File: src/hp_consts.svh
// Purpose: Constants for the host register port and its register store
// Assumes: Included by the package and by design files by bare name
// Notes: Definitions only
`ifndef HP_CONSTS_SVH
`define HP_CONSTS_SVH

// ****************************************************************
// Widths and sizes
// ****************************************************************
`define HP_ADDR_W 6
`define HP_DATA_W 8
`define HP_NUM_REGS 64

// ****************************************************************
// Register placement and fields
// ****************************************************************
`define HP_FLAG_ADDR 6'h02
`define HP_MASK_ADDR 6'h03
`define HP_PERR_BIT 0

// ****************************************************************
// Reset values
// ****************************************************************
`define HP_REG_RST 8'h00
`define HP_FLAG_RST 8'h00
`define HP_MASK_RST 8'h00
`define HP_ADDR_RST 6'h00

`endif

File: src/hp_pkg.sv
// Purpose: Types and shared functions of the host register port
// Assumes: Constants come from hp_consts.svh
// Notes: Odd parity helper is used by both directions of the port
`include "hp_consts.svh"

package hp_pkg;

    // ************************************************************
    // Types
    // ************************************************************
    typedef logic [`HP_ADDR_W-1:0] hp_addr_t;
    typedef logic [`HP_DATA_W-1:0] hp_data_t;

    typedef enum logic [1:0] {
        HP_IDLE = 2'b00,
        HP_TAKE = 2'b01,
        HP_ACK = 2'b10
    } hp_state_t;

    // ************************************************************
    // Functions
    // ************************************************************
    // Parity bit that makes data plus parity hold an odd count of ones
    function automatic logic hp_odd_par(input hp_data_t data);
        hp_odd_par = ~(^data);
    endfunction

endpackage

File: src/hp_rf_if.sv
// Purpose: Carrier between the port sequencer and the register store
// Assumes: Single clock domain, no clocking block
// Notes: Write strobe is one clock wide
`timescale 1ns/1ns

interface hp_rf_if;
    import hp_pkg::*;

    logic wr_en;
    hp_addr_t addr;
    hp_data_t wdata;
    hp_data_t rdata;
    logic par_err;
    hp_data_t flags;
    hp_data_t mask;

    modport ctrl (
        output wr_en,
        output addr,
        output wdata,
        output par_err,
        input rdata,
        input flags,
        input mask
    );

    modport store (
        input wr_en,
        input addr,
        input wdata,
        input par_err,
        output rdata,
        output flags,
        output mask
    );
endinterface

File: src/hp_host_port.sv
// Purpose: Asynchronous 8-bit host register port with parity and
//          open-drain acknowledge and interrupt
// Assumes: Host pins are synchronous to i_clk; the pad ring resolves
//          the open-drain and two-way lines from the enables
// Notes: Acknowledge appears two clocks after select low is seen
`timescale 1ns/1ns
`include "hp_consts.svh"

module hp_host_port
    import hp_pkg::*;
(
    input wire logic i_clk,              // Core clock, 10 MHz
    input wire logic i_rst_b,            // Async reset, active low
    input wire logic i_sel_b,            // Host select, active low
    input wire logic i_read,             // Direction, high reads
    input wire hp_addr_t i_reg_addr,     // Register address
    input wire hp_data_t i_bus_data,     // Data line, pad input
    input wire logic i_bus_parity,       // Parity line, pad input
    input wire hp_data_t i_core_event,   // Event pulses from the core
    output logic [`HP_DATA_W-1:0] o_bus_data,  // Data line, pad output
    output logic o_bus_data_oe,          // Data line drive enable
    output logic o_bus_parity,           // Parity line, pad output
    output logic o_bus_parity_oe,        // Parity line drive enable
    output logic o_ack_out,              // Acknowledge level, always low
    output logic o_ack_oe,               // Acknowledge pull-down enable
    output logic o_irq_out,              // Interrupt level, always low
    output logic o_irq_oe,               // Interrupt pull-down enable
    output logic o_wr_stb,               // Good write accepted, pulse
    output logic [`HP_ADDR_W-1:0] o_wr_addr,   // Address of that write
    output logic [`HP_DATA_W-1:0] o_wr_data,   // Data of that write
    output logic [`HP_ADDR_W-1:0] o_perr_addr  // Last bad-parity address
);

    // ************************************************************
    // Declarations
    // ************************************************************
    hp_rf_if rf ();

    hp_state_t state;
    hp_state_t next_state;
    hp_addr_t addr;
    logic is_read;
    logic par_ok;
    logic do_write;
    logic bad_write;
    logic irq_pend;

    // ************************************************************
    // Decodes
    // ************************************************************
    // Closing edge: select seen high while the acknowledge stands
    function automatic logic cycle_ends(input hp_state_t s,
                                        input logic sel_b);
        cycle_ends = (s == HP_ACK) && sel_b;
    endfunction

    // Only the single TAKE edge may commit or refuse a write, so a
    // long select cannot write the same byte twice
    function automatic logic take_write(input hp_state_t s,
                                        input logic rd);
        take_write = (s == HP_TAKE) && !rd;
    endfunction

    // ************************************************************
    // Register store
    // ************************************************************
    hp_regfile hp_regfile_i (
        .i_clk(i_clk),
        .i_rst_b(i_rst_b),
        .i_core_event(i_core_event),
        .rf(rf)
    );

    // ************************************************************
    // Cycle sequencer
    // ************************************************************
    // Next state; no bus clock, the select level moves it out of IDLE and ACK, TAKE always goes on to ACK
    always_comb
    begin
        next_state = state;
        case (state)
            HP_IDLE:
            begin
                if (!i_sel_b)
                begin
                    next_state = HP_TAKE;
                end
            end
            HP_TAKE:
            begin
                next_state = HP_ACK;
            end
            HP_ACK:
            begin
                if (i_sel_b)
                begin
                    next_state = HP_IDLE;
                end
                else
                begin
                    next_state = HP_ACK;
                end
            end
            default:
            begin
                next_state = HP_IDLE;
            end
        endcase
    end

    // State register
    always_ff @(posedge i_clk or negedge i_rst_b)
    begin
        if (!i_rst_b)
        begin
            state <= HP_IDLE;
        end
        else
        begin
            state <= next_state;
        end
    end

    // ************************************************************
    // Request capture
    // ************************************************************
    // Address and direction are valid once select is low, so they are
    // caught on that first edge and held for the rest of the cycle
    always_ff @(posedge i_clk or negedge i_rst_b)
    begin
        if (!i_rst_b)
        begin
            addr <= `HP_ADDR_RST;
            is_read <= 1'b0;
        end
        else if (state == HP_IDLE && !i_sel_b)
        begin
            addr <= i_reg_addr;
            is_read <= i_read;
        end
    end

    // ************************************************************
    // Write path
    // ************************************************************
    // Data is sampled one edge later; host keeps it until acknowledge
    always_comb
    begin
        par_ok = (hp_odd_par(i_bus_data) == i_bus_parity);
        do_write = take_write(state, is_read) && par_ok;
        bad_write = take_write(state, is_read) && !par_ok;
    end

    // A refused write still gets its acknowledge so the host never hangs
    // Store sees the captured address for both reads and writes
    assign rf.wr_en = do_write;
    assign rf.addr = addr;
    assign rf.wdata = i_bus_data;
    assign rf.par_err = bad_write;

    // Core notice of accepted writes
    always_ff @(posedge i_clk or negedge i_rst_b)
    begin
        if (!i_rst_b)
        begin
            o_wr_stb <= 1'b0;
            o_wr_addr <= `HP_ADDR_RST;
            o_wr_data <= `HP_REG_RST;
        end
        else
        begin
            o_wr_stb <= do_write;
            if (do_write)
            begin
                o_wr_addr <= addr;
                o_wr_data <= i_bus_data;
            end
        end
    end

    // Address of the most recent refused write, for diagnosis
    always_ff @(posedge i_clk or negedge i_rst_b)
    begin
        if (!i_rst_b)
        begin
            o_perr_addr <= `HP_ADDR_RST;
        end
        else if (bad_write)
        begin
            o_perr_addr <= addr;
        end
    end

    // ************************************************************
    // Read path and line drivers
    // ************************************************************
    // Read data is frozen at acknowledge so a core event cannot make
    // the lines change under the host while it is still sampling
    always_ff @(posedge i_clk or negedge i_rst_b)
    begin
        if (!i_rst_b)
        begin
            o_bus_data <= `HP_REG_RST;
            o_bus_parity <= 1'b0;
        end
        else if (state == HP_TAKE && is_read)
        begin
            o_bus_data <= rf.rdata;
            o_bus_parity <= hp_odd_par(rf.rdata);
        end
    end

    // Drive enables follow the read acknowledge and drop with select
    always_ff @(posedge i_clk or negedge i_rst_b)
    begin
        if (!i_rst_b)
        begin
            o_bus_data_oe <= 1'b0;
            o_bus_parity_oe <= 1'b0;
        end
        else if (state == HP_TAKE)
        begin
            o_bus_data_oe <= is_read;
            o_bus_parity_oe <= is_read;
        end
        else if (cycle_ends(state, i_sel_b))
        begin
            o_bus_data_oe <= 1'b0;
            o_bus_parity_oe <= 1'b0;
        end
    end

    // ************************************************************
    // Acknowledge
    // ************************************************************
    // Open drain: the level is always low, only the enable moves
    // Limitation: a host that lifts select during TAKE still sees one
    // acknowledge clock and must wait for it to clear before reusing
    always_ff @(posedge i_clk or negedge i_rst_b)
    begin
        if (!i_rst_b)
        begin
            o_ack_out <= 1'b0;
            o_ack_oe <= 1'b0;
        end
        else if (state == HP_TAKE)
        begin
            o_ack_out <= 1'b0;
            o_ack_oe <= 1'b1;
        end
        else if (cycle_ends(state, i_sel_b))
        begin
            o_ack_out <= 1'b0;
            o_ack_oe <= 1'b0;
        end
        else
        begin
            o_ack_out <= 1'b0;
            o_ack_oe <= o_ack_oe;
        end
    end

    // ************************************************************
    // Interrupt
    // ************************************************************
    // Pending while any flag is set and let through by its mask bit
    always_comb
    begin
        irq_pend = |(rf.flags & rf.mask);
    end

    // Registered so the pad never sees a decode glitch
    always_ff @(posedge i_clk or negedge i_rst_b)
    begin
        if (!i_rst_b)
        begin
            o_irq_out <= 1'b0;
            o_irq_oe <= 1'b0;
        end
        else
        begin
            o_irq_out <= 1'b0;
            o_irq_oe <= irq_pend;
        end
    end

endmodule

File: src/hp_regfile.sv
// Purpose: Sixty-four byte register store with event flags and mask
// Assumes: Writes arrive already checked for parity
// Notes: Flag bits clear by writing one; a set in the same clock wins
`timescale 1ns/1ns
`include "hp_consts.svh"

module hp_regfile
    import hp_pkg::*;
(
    input wire logic i_clk,              // Core clock
    input wire logic i_rst_b,            // Async reset, active low
    input wire hp_data_t i_core_event,   // Event pulses from the core
    hp_rf_if.store rf                    // Sequencer side
);

    // ************************************************************
    // Storage
    // ************************************************************
    hp_data_t mem [`HP_NUM_REGS];
    hp_data_t flags;
    hp_data_t mask;
    hp_data_t set_vec;

    // Sources that raise flags this clock
    always_comb
    begin
        set_vec = i_core_event;
        set_vec[`HP_PERR_BIT] = i_core_event[`HP_PERR_BIT] | rf.par_err;
    end

    // Plain registers, written only by a good write
    always_ff @(posedge i_clk or negedge i_rst_b)
    begin
        if (!i_rst_b)
        begin
            for (int i = 0; i < `HP_NUM_REGS; i++)
            begin
                mem[i] <= `HP_REG_RST;
            end
        end
        else if (rf.wr_en)
        begin
            mem[rf.addr] <= rf.wdata;
        end
    end

    // Event flags: sticky, cleared by writing ones, set wins over clear
    always_ff @(posedge i_clk or negedge i_rst_b)
    begin
        if (!i_rst_b)
        begin
            flags <= `HP_FLAG_RST;
        end
        else if (rf.wr_en && rf.addr == `HP_FLAG_ADDR)
        begin
            flags <= (flags & ~rf.wdata) | set_vec;
        end
        else
        begin
            flags <= flags | set_vec;
        end
    end

    // Mask: a one lets the matching flag reach the interrupt
    always_ff @(posedge i_clk or negedge i_rst_b)
    begin
        if (!i_rst_b)
        begin
            mask <= `HP_MASK_RST;
        end
        else if (rf.wr_en && rf.addr == `HP_MASK_ADDR)
        begin
            mask <= rf.wdata;
        end
    end

    // Read path; flag and mask live outside the array
    always_comb
    begin
        if (rf.addr == `HP_FLAG_ADDR)
        begin
            rf.rdata = flags;
        end
        else if (rf.addr == `HP_MASK_ADDR)
        begin
            rf.rdata = mask;
        end
        else
        begin
            rf.rdata = mem[rf.addr];
        end
    end

    assign rf.flags = flags;
    assign rf.mask = mask;

endmodule

File: config.mk
export PLATFORM = sky130hd
export DESIGN_NAME = hp_host_port
export DESIGN_NICKNAME = d
export VERILOG_FILES = /design/src/hp_pkg.sv /design/src/hp_rf_if.sv /design/src/hp_host_port.sv /design/src/hp_regfile.sv
export VERILOG_INCLUDE_DIRS = /design/src /design/src/src
export SDC_FILE = /design/constraint.sdc
export NUM_CORES = 1
export LEC_CHECK = 0
export BUFFER_PORTS_ARGS = -buffer_cell sky130_fd_sc_hd__buf_4
export CORE_ASPECT_RATIO = 1.1
export CORE_MARGIN = 5
export CORE_UTILIZATION = 30
export CTS_CLUSTER_SIZE = 12
export DETAILED_ROUTE_END_ITERATION = 12
export PLACE_DENSITY = 0.45
export SLEW_MARGIN = 25
export SYNTH_ARGS = -nofsm -noshare
export SYNTH_HDL_FRONTEND = slang
export SYNTH_SLANG_ARGS = --single-unit
export TNS_END_PERCENT = 1
File: constraint.sdc
create_clock -name i_clk -period 3.86 [get_ports i_clk]
set_clock_uncertainty 0.2 [all_clocks]
set_input_delay 0.193 -clock i_clk [delete_from_list [all_inputs] [get_ports i_clk]]
set_output_delay 0.193 -clock i_clk [all_outputs]
set_load 0.02 [all_outputs]
; ---- After elaboration in Yosys (flattened, before gate mapping)
; Cells that the tools add are included.
; Widths: inputs -> output; s select.
[op_classes]
magnitude_cmp = 2
n_eq_ne = 6
mux = 15
bitwise_logic = 9
reduce_logical = 17
[op_table]
columns = cell, n
row1 = $bwmux 512, 1
row2 = $bmux 8 s6, 1
row3 = $demux 8 s6, 1
row4 = $mux 8, 6
row5 = $and 8x8->8, 2
row6 = $or 8x8->8, 2
row7 = $reduce_xor 8->1, 2
row8 = $eq 6x2->1 const B, 2
row9 = $logic_and 1x1->1, 9
row10 = $not 8->8, 1
row11 = $reduce_or 8->1, 1
row12 = $ge 7x7->1 const B, 1
row13 = $lt 7x1->1 const B, 1
row14 = $not 6->7, 1
row15 = $pmux 2 s3, 1
row16 = $mux 2, 2
row17 = $logic_not 1->1, 3
row18 = $mux 1, 3
row19 = $eq 2x1->1 const B, 1
row20 = $eq 2x2->1 const B, 1
row21 = $logic_not 2->1, 1
row22 = $ne 2x2->1 const B, 1
row23 = $not 1->1, 2
row24 = $reduce_bool 2->1, 1
row25 = 2 further kinds, 2
[totals]
reg_bits = 570
in_bits = 27
out_inout_bits = 36

; ---- Logic depth before layout (Yosys ltp)
[logic_depth]
depth_word = 8
depth_mapped = 13

; ---- Modules after synthesis
; Synthesis repeated with hierarchy kept, for this count alone.
[hier_totals]
cells_unflattened = 1779
area_unflattened_um2 = 25938.6
[by_module_without_submodules]
columns = module, instances, cells_each, area_each_um2, seq_area_each_um2
row1 = hp_regfile, 1, 1661, 24103.1, 12912.4
row2 = hp_host_port, 1, 118, 1835.5, 1051.0

; ---- Worst setup path after synthesis
; Ideal clock, no wire load.
[synth_path]
path_type = register to register
startpoint = register addr[0]
endpoint = register o_bus_parity
setup_ns = 0.133
arrival_time_ns = 2.478
slack_ns = 1.049
stages_incl_launch_ff = 11
path_buffers = 2
period_less_slack_ns = 2.811
path_cell_list = dfrtp_1 > buf_6 > and2_1 > buf_2 > a221o_1 > a22o_1 > a222oi_1 > a41oi_1 > xnor3_1 > xnor2_1 > o21ai_1
[synth_between]
elab_chain_cells = 8
elab_cells_between_ends = 10
cone_classes = eq/ne: 2 / mux: 5 / bitwise: 2 / reduce/logical: 1
[synth_rtl]
columns = element, line
row1 = from (decl), hp_host_port.sv:41  ; hp_addr_t addr;
row2 = from (signal assigned), hp_host_port.sv:133  ; addr <= `HP_ADDR_RST;
row3 = from (signal assigned), hp_host_port.sv:138  ; addr <= i_reg_addr;
row4 = $not 6->7 (implied by the code), hp_regfile.sv:90  ; rf.rdata = mem[rf.addr];
row5 = $bmux 8 s6, hp_regfile.sv:90
row6 = $mux 8 (implied by the code) (2 in series), hp_regfile.sv:90
row7 = $mux 8, hp_regfile.sv:84  ; else if (rf.addr == `HP_MASK_ADDR)
row8 = $mux 8 *, hp_regfile.sv:80  ; if (rf.addr == `HP_FLAG_ADDR)
row9 = $reduce_xor 8->1 *, hp_pkg.sv:25  ; hp_odd_par = ~(^data);
row10 = $not 1->1 *, hp_pkg.sv:25
row11 = to (signal assigned), hp_host_port.sv:209  ; o_bus_parity <= hp_odd_par(rf.rdata);
row12 = to (decl), hp_host_port.sv:22  ; output logic o_bus_parity,
; Mark *: on every way between the ends. The rest lies on a longest branch, timed or not. The select of a mux whose other input is x is not followed.
; A chain may end at the register's enable or synchronous reset.

; ---- Worst setup path in the final report
[layout_path]
startpoint = register addr[4]
endpoint = register o_bus_parity
; Same word-level chain as after synthesis.

==> summary.txt <==
Status
  • Outcome: finished clean

Global route
  • Gr usage total: 18.0%
  • Largest net degree at the start of global routing: slightly below 100
  • First-pass GRT wire length: around 130000 microns
  • Initial antenna violation count: 1
  • Grt ovf: 0
  • Vias in the first global route: 17800

Worst setup path
  • Startpoint types: flip-flop
  • WP data arrival: roughly 4.0 ns
  • Slowest stage delay, CP: roughly 1.1 ns
  • Crit path buf inv count: 2
  • Crit path capture type: flip-flop
  • R2R Setup Slk: 0.15 ns
  • Worst R2R Start: addr[4]
  • Reg2reg end: o_bus_parity
  • Setup Crit Path Kind: reg2reg
  • CP required: 4.16 ns
  • Delay-heaviest family, CP: flip-flops
  • CP Cell Sequence: nand3b_1 -> a21oi_1 -> buf_4 -> nor4_2 -> buf_4 -> a31oi_4 -> xnor2_1 -> xnor3_2 -> xnor2_1 -> o21ai_1
  • Worst path slowest cell: dfrtp_1
  • Crit-path max FO: 17
  • Reg2Reg Depth: 10

Logic synthesis
  • Seq cells post-synth: 560
  • Synth cell types: 74
  • Syn. warnings: 0
  • Gate Count Post-Synth: around 1900
  • Ys flop type: dfrtp_1
  • Post-synth EDFFs: 0
  • Ys async rst share: between 90% and 100%
  • Top area cells in the synthesized netlist: dfrtp_1 (54%), mux2_2 (24%), mux4_2 (3.9%), nand2_1 (1.9%), mux2i_1 (1.8%)
  • Most numerous cell in the Yosys netlist: mux2_2
  • Register area share after synthesis: 53.9%
  • Top-area cell type share of the netlist area: 53.9%
  • Dominant cell type by area after synthesis: dfrtp_1
  • Synthesized cell area: around 26000 sq um
  • Syn avg cell area: 13.7 sq um
  • Most instantiated cells after synthesis: mux2_2 (564), dfrtp_1 (560), nand2_1 (129)

Clocking
  • Post-CTS Setup Bufs: 0
  • Worst-Skew Late Latency: 0.64 ns
  • CTS H-tree depth: 2
  • CTS tree: built
  • Reg clk slew, reported paths: ~0.06 ns
  • Max clock buf depth: 3
  • TritonCTS Buffers: 61
  • Clock Root Buffer: clkbuf_16
  • CTS sink cnt: 560

Worst hold path
  • Hold Path Stages: 3
  • Worst hold path class: in2reg
  • Worst Hold Path EP: hp_regfile_i.rf.flags[3]
  • Hold_sp: i_core_event[3]

Routing
  • Via count: ~17000
  • Post-route ant nets: 0
  • Final wirelength: ~85000 microns
  • Drt wl/cell: around 26 microns
  • Initial DRT Pass Iterations: 6
  • Via density: ~5.2
  • DRT iter0 DRCs: 1161
  • Post-route DRC: 0

Place
  • GPL Wtd Cong: between 0.8 and 0.9
  • IO buf count: 60
  • Dpl ws: about 0.085 ns
  • Final HPWL DP: approximately 55000 microns

Cells and area
  • Area grow syn2layout: 17.6%
  • Fill cells: 8329
  • Final nets: ~2100
  • Antenna Cells: 0
  • Share of layout cells above drive strength 1: a little under half

Power and ir drop
  • P per Cell Area: 655 nW/um^2
  • Static leakage: 14.5 nW
  • Maximum vdd drop: 0.324 mV

Floorplanning
  • Boundary pin count: 63
  • Core Region: ~86000 sq um
  • Chip Width: 291 microns
  • DIE AREA: approximately 90000 sq um
  • Core Rows: between 100 and 150
  • Initial Util: around 30%
  • Die height: roughly 320 microns

STA
  • RSZ-0062 raised after global routing: false
  • Setup Viol. Count Final: 0
  • Final WS setup: between 0.1 and 0.15 ns
  • Total negative slack: 0 ns
  • Fin. Hold Viols: 0
  • Achievable frequency: 269 MHz
  • Period utilization: a little over nine tenths
  • Slew Limit Fails: 0
  • Worst slew margin: about a quarter
  • Least-Margin Pin Slew: 1.12 ns
  • Period minus WS final: between 3 and 4 ns

Job
  • Max-Cap Viols: 0
[power breakdown]
group | leakage, nW | total, mW | internal, mW | switching (mW)
registers | 7.67 | 7.63 | 6.89 | 0.738
logic | 5.88 | 6.81 | 2.99 | 3.82
clock network | 0.929 | 5.57 | 3.18 | 2.39
total | 14.5 | 20.0 | 13.1 | 6.95
[cell usage in the layout (no fill, tap or decap), drive strengths merged, types with 12 or more instances in the layout]
master       instances
mux2               573
a221oi              33
mux4                47
a21oi               30
clkinv              14
o22ai               13
mux2i               47
dfrtp              560
nor2                52
o2bb2ai             12
nand2              136
a22oi               40
o21ai               38
buf                192
clkbuf              89
dlygate4sd3         27
[area by class of cell]
cell class	count	area [sq um]	area share, %
clock inverters	17	116	0.381
multi-input cells	1179	11200	36.6
flip-flops and latches	560	14000	45.9
clock buffers	89	1750	5.74
repair buffers	219	2010	6.59
well taps	1150	1440	4.71
inverters	6	22.5	0.0737
[logic make-up (layout without fill, tap and decap cells)]
kind of cell	after synthesis	count (layout)	synth area share [%]
other	1	2	0.0144
AND/OR/NAND/NOR	257	257	4.95
multiplexers	667	667	30.8
buffers and inverters	157	331	3.08
XOR/XNOR	13	13	0.549
AO/OA/AOI/OAI	240	240	6.72
flip-flops	560	560	53.9
[flip-flops by register name, summed over array words and instances (netlist names)]
signal and count:
hp_regfile_i.mem 502, addr 6, is_read 1, o_irq_oe 1
o_bus_data 8, o_bus_parity_oe 1, state 2, hp_regfile_i.rf.mask 8
o_bus_parity 1, o_perr_addr 6, hp_regfile_i.rf.flags 8, o_wr_stb 1
o_ack_oe 1, o_wr_data 8, o_wr_addr 6
[worst register-to-register path: cells and delay by family, from the launching register on]
| family | cells | cell delay [ns] |
|---|---|---|
| AND/OR/NAND/NOR | 2 | 0.66 |
| AO/OA/AOI/OAI | 3 | 0.67 |
| buffers and inverters | 2 | 0.37 |
| flip-flops | 1 | 1.08 |
| XOR/XNOR | 3 | 0.61 |
[worst max-delay path by stage]
stage / start / endpoint / slack (ns) / depth (start not counted)
3_3_place_gp: addr[2] / o_bus_parity / 0.12 / 11
3_5_place_dp: addr[2] / o_bus_parity / 0.08 / 11
5_1_grt: addr[4] / o_bus_parity / 0.0005 / 9
2_1_floorplan: addr[0] / o_bus_parity / 1.05 / 10
6_report: addr[4] / o_bus_parity / 0.15 / 10
4_1_cts: addr[2] / o_bus_parity / 0.09 / 11
[per-stage QoR]
stage | hold WS, ns | area [sq um] | power [mW] | std cells | utilization, %
finish | 0.0708 | 30600 | 20.0 | 3220 | 35.5
global route | 0.0443 | 30600 | 20.9 | 3220 | 35.5
CTS | 0.0451 | 30600 | 20.3 | 3220 | 35.5
detailed placement | 0.00528 | 28400 | 14.5 | 3086 | 33.0
global placement | 0.0176 | 28400 | 14.4 | 3086 | 33.0
floorplan | -0.303 | 26000 | 11.5 | 1896 | -
[layer usage]
| metal | global-route usage, % | up-vias | share of wire, % | wire length [microns] |
|---|---|---|---|---|
| met3 | 2.65 | 123 | 3.6 | 3090 |
| met4 | 5.04 | 2 | 2.9 | 2490 |
| met5 | 0 | - | 0.0083 | 7 |
| met2 | 30.3 | 346 | 49 | 41200 |
| met1 | 24.4 | 8918 | 45 | 38000 |
| li1 | - | 7244 | - | - |
[what timing repair did]
action	in CTS	in global routing
hold buffers	28	0
hold endpoints to repair	479	0
endpoints found under the setup margin	0	1
resized for setup	0	1
(Power assumes the default switching activity.)
